$ cat config.mk
export PLATFORM = sky130hd
export DESIGN_NAME = cfu_top
export DESIGN_NICKNAME = d
export VERILOG_FILES = /design/src/hdl/cfu_pkg.sv /design/src/hdl/cfu_save_mem.sv /design/src/hdl/cfu_top.sv
export VERILOG_INCLUDE_DIRS = /design/src /design/src/hdl
export SDC_FILE = /design/constraint.sdc
export NUM_CORES = 1
export LEC_CHECK = 0
export ABC_AREA = 1
export BUFFER_PORTS_ARGS = -buffer_cell sky130_fd_sc_hd__buf_2
export CAP_MARGIN = 20
export CORE_MARGIN = 1
export CORE_UTILIZATION = 50
export CTS_BUF_LIST = sky130_fd_sc_hd__clkbuf_8 sky130_fd_sc_hd__clkbuf_16
export DETAILED_ROUTE_END_ITERATION = 7
export MAX_ROUTING_LAYER = met4
export PLACE_DENSITY = 0.77
export REMOVE_ABC_BUFFERS = 1
export SLEW_MARGIN = 20
export SYNTH_ARGS = -nofsm -noshare
export SYNTH_HDL_FRONTEND = slang
export SYNTH_HIERARCHICAL = 1
export SYNTH_SLANG_ARGS = --single-unit
$ cat constraint.sdc
create_clock -name SYS_CLK -period 1.98 [get_ports SYS_CLK]
set_input_delay 0.099 -clock SYS_CLK [delete_from_list [all_inputs] [get_ports SYS_CLK]]
set_output_delay 0.099 -clock SYS_CLK [all_outputs]
set_load 0.02 [all_outputs]
$ cat src/hdl/cfu_defs.svh
`ifndef CFU_DEFS_SVH
`define CFU_DEFS_SVH

// Result word layout
`define CFU_WORD_W 16
`define CFU_WORD_MSB 15
`define CFU_ZERO_WORD 16'h0000

// Program address and save slots
`define CFU_PC_W 32
`define CFU_SLOT_W 5

// Unified word address map
`define CFU_UADDR_W 16
`define CFU_WORK_BASE 16'h1000
`define CFU_WORK_WORDS 16'h0200
`define CFU_WORK_LAST 16'h01ff
`define CFU_TIMER_PV_BASE 16'h1200
`define CFU_DM_BASE 16'h8000

// System words and bit written on a stop after an instruction error
`define CFU_FAULT_ADDR_LO_WORD 16'h012a
`define CFU_FAULT_ADDR_HI_WORD 16'h012b
`define CFU_FAULT_BIT_WORD 16'h0127
`define CFU_FAULT_BIT_POS 4'h8

`endif

$ cat src/hdl/cfu_pkg.sv
`default_nettype none
`include "cfu_defs.svh"

package cfu_pkg;

   // One bit per condition flag
   typedef struct packed {
      logic error_flag;
      logic equals_flag;
      logic carry_flag;
      logic less_than_flag;
      logic greater_than_flag;
      logic negative_flag;
      logic overflow_flag;
      logic underflow_flag;
   } cfu_flags_t;

   // Instruction classes as far as the flags care
   typedef enum logic [2:0] {
      CFU_K_OTHER,
      CFU_K_MOVE,
      CFU_K_FLAG_SAVE,
      CFU_K_FLAG_LOAD
   } cfu_kind_t;

   // Memory areas reachable by a multi-word operand
   typedef enum logic [1:0] {
      CFU_AREA_WORK,
      CFU_AREA_TIMER_PV,
      CFU_AREA_DM
   } cfu_area_t;

   // One executed instruction as seen from the datapath
   typedef struct packed {
      logic exec;
      logic differentiated;
      logic diff_edge;
      cfu_kind_t kind;
      logic fault;
      logic clr_err;
      logic neg_msb;
      cfu_flags_t wr_mask;
      cfu_flags_t value;
      logic [`CFU_WORD_W-1:0] result;
      logic [`CFU_WORD_W-1:0] src;
      logic [`CFU_PC_W-1:0] pc;
      logic [`CFU_SLOT_W-1:0] slot;
   } cfu_req_t;

   // Multi-word operand walk request
   typedef struct packed {
      logic start;
      cfu_area_t area;
      logic [`CFU_UADDR_W-1:0] offset;
      logic [`CFU_UADDR_W-1:0] count;
   } cfu_walk_req_t;

   typedef enum logic {
      CFU_RUN,
      CFU_HALT
   } cfu_state_t;

   typedef enum logic {
      CFU_W_IDLE,
      CFU_W_BUSY
   } cfu_walk_state_t;

endpackage : cfu_pkg

`default_nettype wire

$ cat src/hdl/cfu_save_mem.sv
`timescale 1ns/10ps
`default_nettype none

module cfu_save_mem #(
   parameter int WIDTH = 8,
   parameter int ADDR_W = 5
) (
   input wire logic clk,
   input wire logic rst_n,
   input wire logic wr_en,
   input wire logic [ADDR_W-1:0] wr_addr,
   input wire logic [WIDTH-1:0] wr_data,
   input wire logic [ADDR_W-1:0] rd_addr,
   output logic [WIDTH-1:0] rd_data_q
);

   logic [WIDTH-1:0] mem_q [0:(1<<ADDR_W)-1];

   ////////////////////////////////////////////////////////////////////////
   // Write port
   always_ff @(posedge clk) begin
      if (wr_en) begin
         mem_q[wr_addr] <= wr_data;
      end
   end

   // Registered read port
   always_ff @(posedge clk or negedge rst_n) begin
      if (!rst_n) begin
         rd_data_q <= '0;
      end else begin
         rd_data_q <= mem_q[rd_addr];
      end
   end

endmodule : cfu_save_mem

`default_nettype wire

$ cat src/hdl/cfu_top.sv
`timescale 1ns/10ps
`default_nettype none
`include "cfu_defs.svh"

module cfu_top (
   input wire logic SYS_CLK,
   input wire logic RST_N,
   input wire cfu_pkg::cfu_req_t REQ,
   input wire logic STOP_ON_ERROR,
   input wire logic INT_ENTER,
   input wire logic INT_RETURN,
   input wire cfu_pkg::cfu_walk_req_t WALK_REQ,
   output cfu_pkg::cfu_flags_t FLAGS,
   output logic INSTR_DONE,
   output logic INSTR_SUPPRESSED,
   output logic HALTED,
   output logic [`CFU_WORD_W-1:0] FAULT_ADDR_LO,
   output logic [`CFU_WORD_W-1:0] FAULT_ADDR_HI,
   output logic FAULT_STOP_BIT,
   output logic [`CFU_UADDR_W-1:0] WALK_ADDR,
   output logic WALK_VALID,
   output logic WALK_BUSY
);

   ////////////////////////////////////////////////////////////////////////
   // Declarations
   cfu_pkg::cfu_flags_t flags_q;
   cfu_pkg::cfu_flags_t flags_d;
   cfu_pkg::cfu_flags_t shadow_q;
   cfu_pkg::cfu_flags_t load_data;
   cfu_pkg::cfu_state_t state_q;
   cfu_pkg::cfu_walk_state_t wstate_q;
   logic fire;
   logic stop_now;
   logic load_pend_q;
   logic [`CFU_UADDR_W-1:0] waddr_q;
   logic [`CFU_UADDR_W-1:0] wleft_q;

   // Unified address of a word in an area
   function automatic logic [`CFU_UADDR_W-1:0] unified_addr(
      input cfu_pkg::cfu_area_t area,
      input logic [`CFU_UADDR_W-1:0] offset
   );
      logic [`CFU_UADDR_W-1:0] base;
      base = `CFU_DM_BASE;
      case (area)
         cfu_pkg::CFU_AREA_WORK: base = `CFU_WORK_BASE;
         cfu_pkg::CFU_AREA_TIMER_PV: base = `CFU_TIMER_PV_BASE;
         default: base = `CFU_DM_BASE;
      endcase
      unified_addr = base + offset;
   endfunction : unified_addr

   ////////////////////////////////////////////////////////////////////////
   // Instruction acceptance
   always_comb begin
      // Differentiated ones act only in their edge cycle
      fire = REQ.exec && (state_q == cfu_pkg::CFU_RUN)
             && (!REQ.differentiated || REQ.diff_edge);
      stop_now = fire && REQ.fault && !REQ.clr_err && STOP_ON_ERROR;
   end

   // Next flag values for one executed instruction
   always_comb begin
      flags_d = flags_q;
      if (REQ.clr_err) begin
         flags_d.error_flag = 1'b0;
      end else if (REQ.fault) begin
         flags_d.error_flag = 1'b1;
      end else if (REQ.wr_mask.error_flag) begin
         flags_d.error_flag = REQ.value.error_flag;
      end
      if (REQ.wr_mask.equals_flag) begin
         flags_d.equals_flag = REQ.value.equals_flag;
      end
      // Negative is written by every executed instruction except flag save and load, fault or not
      flags_d.negative_flag = REQ.neg_msb ? REQ.result[`CFU_WORD_MSB] : 1'b0;
      if (!REQ.fault || REQ.clr_err) begin
         if (REQ.wr_mask.carry_flag) begin
            flags_d.carry_flag = REQ.value.carry_flag;
         end
         if (REQ.wr_mask.less_than_flag) begin
            flags_d.less_than_flag = REQ.value.less_than_flag;
         end
         if (REQ.wr_mask.greater_than_flag) begin
            flags_d.greater_than_flag = REQ.value.greater_than_flag;
         end
         if (REQ.wr_mask.overflow_flag) begin
            flags_d.overflow_flag = REQ.value.overflow_flag;
         end
         if (REQ.wr_mask.underflow_flag) begin
            flags_d.underflow_flag = REQ.value.underflow_flag;
         end
         if (REQ.kind == cfu_pkg::CFU_K_MOVE) begin
            flags_d.equals_flag = (REQ.src == `CFU_ZERO_WORD);
         end
      end
   end

   ////////////////////////////////////////////////////////////////////////
   // Flag register
   always_ff @(posedge SYS_CLK or negedge RST_N) begin
      if (!RST_N) begin
         flags_q <= '0;
      end else if (INT_RETURN) begin
         flags_q <= shadow_q;
      end else if (load_pend_q) begin
         flags_q <= load_data;
      end else if (fire && REQ.kind != cfu_pkg::CFU_K_FLAG_SAVE
                   && REQ.kind != cfu_pkg::CFU_K_FLAG_LOAD) begin
         flags_q <= flags_d;
      end
   end

   // Interrupt shadow copy
   always_ff @(posedge SYS_CLK or negedge RST_N) begin
      if (!RST_N) begin
         shadow_q <= '0;
      end else if (INT_ENTER) begin
         shadow_q <= flags_q;
      end
   end

   // Flag load waits one cycle for the save memory read
   always_ff @(posedge SYS_CLK or negedge RST_N) begin
      if (!RST_N) begin
         load_pend_q <= 1'b0;
      end else begin
         load_pend_q <= fire && (REQ.kind == cfu_pkg::CFU_K_FLAG_LOAD);
      end
   end

   // Save slots for flag save and load
   cfu_save_mem #(
      .WIDTH($bits(cfu_pkg::cfu_flags_t)),
      .ADDR_W(`CFU_SLOT_W)
   ) u_save_mem (
      .clk(SYS_CLK),
      .rst_n(RST_N),
      .wr_en(fire && (REQ.kind == cfu_pkg::CFU_K_FLAG_SAVE)),
      .wr_addr(REQ.slot),
      .wr_data(flags_q),
      .rd_addr(REQ.slot),
      .rd_data_q(load_data)
   );

   ////////////////////////////////////////////////////////////////////////
   // Run and halt on instruction error
   always_ff @(posedge SYS_CLK or negedge RST_N) begin
      if (!RST_N) begin
         state_q <= cfu_pkg::CFU_RUN;
      end else begin
         case (state_q)
            cfu_pkg::CFU_RUN: begin
               if (stop_now) begin
                  state_q <= cfu_pkg::CFU_HALT;
               end
            end
            cfu_pkg::CFU_HALT: state_q <= cfu_pkg::CFU_HALT;
            default: state_q <= cfu_pkg::CFU_RUN;
         endcase
      end
   end

   // Fault address words and stop bit
   always_ff @(posedge SYS_CLK or negedge RST_N) begin
      if (!RST_N) begin
         FAULT_ADDR_LO <= '0;
         FAULT_ADDR_HI <= '0;
         FAULT_STOP_BIT <= 1'b0;
      end else if (stop_now) begin
         FAULT_ADDR_LO <= REQ.pc[`CFU_WORD_W-1:0];
         FAULT_ADDR_HI <= REQ.pc[`CFU_PC_W-1:`CFU_WORD_W];
         FAULT_STOP_BIT <= 1'b1;
      end
   end

   // Completion report to the sequencer
   always_ff @(posedge SYS_CLK or negedge RST_N) begin
      if (!RST_N) begin
         INSTR_DONE <= 1'b0;
         INSTR_SUPPRESSED <= 1'b0;
      end else begin
         INSTR_DONE <= fire;
         INSTR_SUPPRESSED <= fire && REQ.fault && !REQ.clr_err;
      end
   end

   ////////////////////////////////////////////////////////////////////////
   // Multi-word operand walker, one unified address per cycle
   always_ff @(posedge SYS_CLK or negedge RST_N) begin
      if (!RST_N) begin
         wstate_q <= cfu_pkg::CFU_W_IDLE;
         waddr_q <= '0;
         wleft_q <= '0;
      end else begin
         case (wstate_q)
            cfu_pkg::CFU_W_IDLE: begin
               if (WALK_REQ.start && WALK_REQ.count != '0) begin
                  waddr_q <= unified_addr(WALK_REQ.area, WALK_REQ.offset);
                  wleft_q <= WALK_REQ.count;
                  wstate_q <= cfu_pkg::CFU_W_BUSY;
               end
            end
            cfu_pkg::CFU_W_BUSY: begin
               // Area end is not a boundary: timer values follow work word 511
               waddr_q <= waddr_q + 16'h0001;
               wleft_q <= wleft_q - 16'h0001;
               if (wleft_q == 16'h0001) begin
                  wstate_q <= cfu_pkg::CFU_W_IDLE;
               end
            end
            default: wstate_q <= cfu_pkg::CFU_W_IDLE;
         endcase
      end
   end

   // Walker outputs
   always_ff @(posedge SYS_CLK or negedge RST_N) begin
      if (!RST_N) begin
         WALK_ADDR <= '0;
         WALK_VALID <= 1'b0;
         WALK_BUSY <= 1'b0;
      end else begin
         WALK_ADDR <= waddr_q;
         WALK_VALID <= (wstate_q == cfu_pkg::CFU_W_BUSY);
         WALK_BUSY <= (wstate_q == cfu_pkg::CFU_W_BUSY) || WALK_REQ.start;
      end
   end

   // Status outputs
   always_ff @(posedge SYS_CLK or negedge RST_N) begin
      if (!RST_N) begin
         FLAGS <= '0;
         HALTED <= 1'b0;
      end else begin
         FLAGS <= flags_q;
         HALTED <= (state_q == cfu_pkg::CFU_HALT);
      end
   end

endmodule : cfu_top

`default_nettype wire

==> results of run 1 <==
## flip-flops by register name (all words and copies together) (netlist names), 8 cells and up
name                  flops
flags_q                   8
FAULT_ADDR_LO            16
shadow_q                  8
waddr_q                  16
WALK_ADDR                16
u_save_mem/rd_data_q      8
FAULT_ADDR_HI            16
u_save_mem/mem_q        256
wleft_q                  16
FLAGS                     8
## routing by layer
metal  vias up  track usage  part of all wire
li1       6107            -                 -
met2       633        0.417              0.49
met3       109       0.0430             0.079
met4         0       0.0937             0.030
met1      6232        0.332              0.40
met5         -            -                 0
## worst max path at each step
stage,startpoint,end,cells past startpoint
6_report,state_q,u_save_mem/mem_q[23][0],8
5_1_grt,state_q,u_save_mem/mem_q[10][1],8
4_1_cts,state_q,flags_q[3],7
3_5_place_dp,state_q,u_save_mem/mem_q[21][3],8
3_3_place_gp,state_q,u_save_mem/mem_q[17][0],8
2_1_floorplan,wstate_q,wleft_q[2],7
## final cells by class
cell class	instances	area share
sequential	377	0.531
timing repair buffer	334	0.119
antenna	1	0.000124
clock buffer	41	0.0497
tap	442	0.0274
inverter	72	0.0135
multi-input combinational	1123	0.248
clock inverter	29	0.0115
## worst min-delay path, cell delays in order
cell	delay [ps]
buf_2	90
inv_1	50
o21ai_2	120
o21ai_0	80
## cell usage after synthesis
cell,n,area [um2]
inv_1,67,251
dfrtp_1,121,3030
xnor2_1,3,26.3
nand2_1,613,2300
edfxtp_1,256,7690
or2_1,2,12.5
inv_2,4,15.0
nor3_4,1,16.3
clkinv_1,1,3.75
o21bai_1,2,15.0
buf_1,5,18.8
nor3_1,3,15.0
nand4_1,9,56.3
buf_6,30,338
nand2_4,1,11.3
nor2_4,2,22.5
a31oi_1,3,18.8
buf_4,8,60.1
nand2_2,1,6.26
o211ai_1,2,15.0
nor2_8,1,20.0
xor2_1,7,61.3
o21ai_1,4,20.0
buf_2,21,105
and2_1,1,6.26
o21ai_2,9,78.8
mux2_2,2,22.5
a22oi_1,2,15.0
nor2_1,115,432
o21ai_0,38,190
nand3b_1,2,15.0
o31ai_1,2,15.0
or2_2,2,12.5
ha_1,6,75.1
a21oi_1,13,65.1
nand3_1,277,1390
clkbuf_1,14,52.6
## where the power goes
group	leakage [nW]	internal [W]	switching [W]
registers	3.82	0.00907	0.000418
clock network	0.631	0.00417	0.00291
logic	4.40	0.000997	0.00189
total	8.85	0.0142	0.00521
## cells in the final DEF, fill, tap and decap left out, types with 6 or more instances in the layout
| cell type | count |
|---|---|
| clkinv_1 | 11 |
| nand3_1 | 275 |
| nor2_2 | 14 |
| o21ai_2 | 11 |
| xor2_1 | 7 |
| ha_1 | 6 |
| a21oi_1 | 13 |
| buf_12 | 7 |
| o21ai_0 | 35 |
| dfrtp_1 | 121 |
| clkbuf_16 | 39 |
| inv_1 | 72 |
| buf_4 | 59 |
| buf_6 | 15 |
| clkinv_2 | 8 |
| nand2_1 | 613 |
| dlygate4sd3_1 | 77 |
| buf_2 | 176 |
| nand4_1 | 9 |
| edfxtp_1 | 256 |
| nor2_1 | 101 |
## metrics by stage
stage	hold WS (ps)	worst slack (ps)	utilization	TNS (ps)
6_report	-18.0	-42.7	0.622	-2010
3_5_place_dp	30.1	72.9	0.556	0
2_1_floorplan	-197	-244	-	-19070
5_1_grt	-1.99	-89.3	0.622	-17140
3_3_place_gp	24.4	114	0.556	0
4_1_cts	4.34	12.2	0.618	0
## timing repair
item / CTS / global route
hold buffers: 77 / 0
endpoints found under the setup margin: 0 / 234
endpoints found under the hold margin: 194 / 0
resized for setup: 0 / 39
## kinds of logic after synthesis
| logic type | synth area share |
|---|---|
| AOI/OAI and AO/OA | 0.0263 |
| adders and majority gates | 0.00455 |
| xor gates and xnor gates | 0.00531 |
| muxes | 0.00137 |
| and+or+nand+nor | 0.262 |
| DFF | 0.650 |
| buffers and inverters | 0.0512 |
==> impl_metrics.py, run 1 <==
metrics = {
    "global_route": {
        "grt_pass1_vias": 12600,
        "grt_overflow_total": 0,
        "grt_max_degree": 81,
        "grt_pass1_wl_mm": 65.8,
        "antenna_found_initial": 1,
        "grt_use_total": 0.259,
    },
    "final_layout": {
        "fillerInstances": 2513,
        "seq_area_mm2": 0.0107,
        "stdcell_area_mm2": 0.0202,
        "post_route_cells_drive_above_1_share": 0.179,
        "layout.nets": 2087,
        "instances_no_fill": 2419,
        "multi_input_area_mm2": 0.00500,
        "syn2layout_area_growth_pct": 22.4,
    },
    "sta": {
        "rsz0062_at_grt": "true",
        "fin_crit_sh": 1.02,
        "layout_min_cycle_time_ps": 2020,
        "hold_ws_ps": -18.0,
        "fin_ws_ps": -42.7,
        "max_slew_margin": 0.528,
        "fmax_mhz": 494,
        "finalHoldViolCount": 1,
        "clock_skew_ps": 16.5,
        "slew_violations": 0,
        "tightest_slew_ps": 707,
        "setup_viol": 181,
    },
    "floorplanning": {
        "dieHeight_um": 184,
        "ios": 196,
        "initial_core_util": 0.508,
        "fp.dieW_um": 184,
        "die-area_mm2": 0.0337,
        "core_mm2": 0.0325,
        "rows": 66,
    },
    "worst_setup_path": {
        "slowest_stage": "dfrtp_1",
        "rr_worst_depth": 8,
        "crit_family": "simple AND/OR/NAND/NOR gates",
        "critPathKind": "reg -> reg",
        "start_kind": "flop",
        "r2r-end": "u_save_mem/mem_q[23][0]",
        "worst-path-buf-inv": 4,
        "worstPathMaxFanout": 8,
        "end_kind": "flop",
        "critPathRequiredTime_ps": 2200,
        "critPathMaxStageDelay_ps": 430,
        "cp_common_cell": "buf_6",
        "worstPathArrival_ps": 2250,
        "path_cells": "nor3_4 -> inv_2 -> nor3_2 -> buf_4 -> nand3_1 -> buf_6 -> nor2_2 -> buf_6",
        "rrSetupSlack_ps": -40,
        "reg2reg_from": "state_q",
    },
    "clocking": {
        "clk_pin_slew_ps": 60,
        "cts_buffer_depth": 3,
        "tritoncts": "done",
        "post_cts_buffers": 0,
        "cts_sinks": 377,
        "clk_latency_ps": 520,
        "cts-root-buf": "clkbuf_16",
        "cts_buffers": 39,
        "htreeDepth": 2,
    },
    "synthesis": {
        "syn_area_mm2": 0.0165,
        "seq_area_frac_synth": 0.650,
        "ys_types": 37,
        "syn_inst": 1650,
        "syn_area_per_cell_um2": 9.99,
        "ys_ff_latch": 377,
        "yosysWarnings": 6,
    },
    "power": {
        "p_leak_nw": 8.85,
        "total_power_w": 0.0195,
        "ir_worst_vdd_v": 0.000658,
        "power_density_mw_per_mm2": 964,
    },
    "placement": {
        "place_area_mm2": 0.0180,
        "dp_cells": 2271,
        "dp_hpwl_mm": 25.9,
        "io_buffers": 178,
        "place_congestion": 0.906,
    },
    "drt": {
        "via_per_inst": 5.41,
        "drt_pass1_iterations": 6,
        "wire_per_inst_um": 17.4,
        "drc": 0,
        "drt_iter0_markers": 1312,
        "ant_nets": 0,
        "routed-via-count": 13100,
        "drt_wl_total_mm": 42.2,
    },
    "run": {
        "cap_violations": 0,
    },
    "run_status": {
        "violations": "negative hold slack, negative setup slack",
        "status": "finished with violations",
    },
    "worst_hold_path": {
        "min_from": "REQ[80]",
        "min_to": "flags_q[3]",
        "hold_depth": 4,
        "hp-class": "in -> reg",
    },
}
(Power assumes the default switching activity.)
==> run 2, diff against run 1 <==
--- a/config.mk
+++ b/config.mk
@@ -14,7 +14,7 @@
 export CTS_BUF_LIST = sky130_fd_sc_hd__clkbuf_8 sky130_fd_sc_hd__clkbuf_16
 export DETAILED_ROUTE_END_ITERATION = 7
 export MAX_ROUTING_LAYER = met4
-export PLACE_DENSITY = 0.77
+export PLACE_DENSITY = 0.82
 export REMOVE_ABC_BUFFERS = 1
 export SLEW_MARGIN = 20
 export SYNTH_ARGS = -nofsm -noshare
==> run 2 against run 1 <==
  * The run ends with negative setup slack left
  * Maximum frequency shrank 0.62%
  * Setup slack lost 13 ps
  * Global-route usage grew 1.2 points
  * Sequential share of layout area shrank 0.82 points
  * Clock skew shrank 4.5 ps
  * Final cell count grew 0.12%
  * Count of clock-buffer cells in the layout grew 9
  * Utilization grew 0.98 points
  * Highest routed layer unchanged
==> impl_metrics.py, run 2 (synthesis gave the netlist of run 1 again) <==
metrics = {
    "worst_setup_path": {
        "critPathRequiredTime_ps": 2210,
        "reg2reg_from": "state_q",
        "rr_worst_depth": 8,
        "r2r-end": "u_save_mem/mem_q[3][2]",
        "start_kind": "flop",
        "rrSetupSlack_ps": -60,
        "end_kind": "flop",
        "worstPathMaxFanout": 8,
        "worstPathArrival_ps": 2270,
        "critPathKind": "reg -> reg",
        "endpoint": "u_save_mem/mem_q[3][2]",
        "crit_start": "state_q",
    },
    "sta": {
        "fin_crit_sh": 1.03,
        "fmax_mhz": 491,
        "setup_viol": 77,
        "fin_ws_ps": -55.3,
        "tightest_slew_ps": 704,
        "max_slew_margin": 0.530,
        "finalHoldViolCount": 0,
        "slew_violations": 0,
        "clock_skew_ps": 12.0,
        "layout_min_cycle_time_ps": 2040,
        "rsz0062_at_grt": "true",
    },
    "global_route": {
        "antenna_found_initial": 0,
        "grt_overflow_total": 0,
        "grt_pass1_vias": 13000,
        "grt_pass1_wl_mm": 68.6,
        "grt_max_degree": 96,
        "grt_use_total": 0.271,
    },
    "clocking": {
        "cts_buffer_depth": 3,
        "clk_pin_slew_ps": 60,
        "cts_sinks": 377,
        "clk_latency_ps": 530,
        "htreeDepth": 2,
        "cts_buffers": 38,
        "cts-root-buf": "clkbuf_16",
        "tritoncts": "done",
    },
    "final_layout": {
        "fillerInstances": 2295,
        "n_antenna_cell": 0,
        "instances_no_fill": 2422,
        "top_register": "u_save_mem/mem_q",
        "fin_util": 0.631,
        "layout_commonest_cell": "nand2_1",
        "layout.nets": 2090,
        "post_route_cells_drive_above_1_share": 0.181,
        "syn2layout_area_growth_pct": 24.3,
        "largest_reg_flops": 256,
        "final_cell_mix": "nand2_1, nand3_1, edfxtp_1, buf_2, dfrtp_1",
    },
    "power": {
        "ir_worst_vdd_v": 0.000635,
        "power_density_mw_per_mm2": 971,
        "power.internal_w": 0.0146,
        "p_leak_nw": 8.93,
        "combPwrFrac": 0.145,
        "total_power_w": 0.0199,
        "pwr-share-seq": 0.479,
        "switching_power_w": 0.00532,
        "swShare": 0.267,
        "clockPowerShare": 0.376,
    },
    "placement": {
        "dp_cells": 2267,
        "io_buffers": 178,
        "dp_hpwl_mm": 26.0,
        "place_congestion": 0.927,
    },
    "drt": {
        "ant_nets": 0,
        "drt_wl_total_mm": 45.3,
        "drt_iter0_markers": 1800,
        "wire_per_inst_um": 18.7,
        "drt_pass1_iterations": 5,
        "routed-via-count": 13400,
        "drc": 0,
        "via_per_inst": 5.52,
    },
    "floorplanning": {
        "core_mm2": 0.0325,
        "rows": 66,
        "die-area_mm2": 0.0337,
        "initial_core_util": 0.508,
        "ios": 196,
        "fp.dieW_um": 184,
        "dieHeight_um": 184,
    },
    "worst_hold_path": {
        "hp-class": "in -> reg",
    },
    "run": {
        "cap_violations": 0,
    },
    "run_status": {
        "status": "finished with violations",
        "violations": "negative setup slack",
    },
}
[run 2: changes by cell type in the layout (fill, tap and decap cells not counted), moves of 3 or more]
cell and change:
o21ai_0 +3, buf_12 +4, dlygate4sd3_1 +6, clkinv_1 -5, clkinv_2 -6, inv_1 +4, clkbuf_16 +4, buf_6 +10
clkbuf_8 +6, nor2_1 -8, nor2_4 +10, buf_4 -18
[run 2: per-stage QoR]
step | setup TNS (ps) | cell area [um2] | setup WS, ps | hold slack [ps]
detailed placement | 0 | 18100 | 14.2 | 120
floorplan | -19070 | 15900 | -244 | -197
finish | -1300 | 20500 | -55.3 | 7.57
CTS | -75.4 | 20200 | -11.6 | 1.84
global placement | 0 | 18100 | 19.4 | 109
global route | -11440 | 20500 | -112 | 22.7
[run 2: power groups by stage]
stage                     logic [W]  clock network (W)  registers (W)
final                       0.00289            0.00749        0.00952
after global routing        0.00320            0.00786        0.00958
after CTS                   0.00283            0.00753        0.00951
after detailed placement    0.00270                  0        0.00965
after global placement      0.00261                  0        0.00965
after floorplan             0.00136                  0        0.00984
[run 2: how the worst min path moves through the flow]
stage                        from                      end  slack (ps)  cells past startpoint
floorplan                   RST_N         FAULT_ADDR_HI[0]        -200                      0
global placement            RST_N            WALK_ADDR[11]         110                      1
detailed placement          RST_N            WALK_ADDR[11]         120                      1
CTS                 STOP_ON_ERROR         FAULT_ADDR_LO[6]           2                      3
global route               REQ[4]  u_save_mem/rd_data_q[4]          20                      3
finish                     REQ[4]  u_save_mem/rd_data_q[4]           8                      3
[run 2: layer usage]
layer / share of wire / global-route usage / wire length (um) / vias to the layer above
li1: - / - / - / 6113
met1: 0.39 / 0.357 / 17600 / 6279
met2: 0.48 / 0.425 / 21900 / 833
met3: 0.091 / 0.0460 / 4120 / 155
met4: 0.036 / 0.0947 / 1640 / 0
met5: 0 / - / 0 / -
[run 2: worst max-delay path, cell delays in order (launching register included)]
cell and delay (ps):
dfrtp_1 440, nor3_4 250, inv_2 110, nor3_2 120, buf_4 190, nand3_1 100
buf_6 200, nor2_1 130, buf_4 200
[run 2: what timing repair did]
item / in CTS / in global routing
endpoints found under the hold margin: 146 / 0
setup buffers: 0 / 1
endpoints found under the setup margin: 8 / 264
cloned: 0 / 1
hold buffers: 83 / 0
gates resized for setup: 0 / 66
pin swaps: 0 / 3
[run 2: final cells by class]
class	instances	area (um2)	share of cell area
sequential	377	10700	0.523
timing repair buffer	338	2560	0.125
inverter	72	272	0.0132
clock inverter	20	173	0.00843
multi-input combinational	1123	5060	0.247
tap	442	553	0.0270
clock buffer	50	1160	0.0567
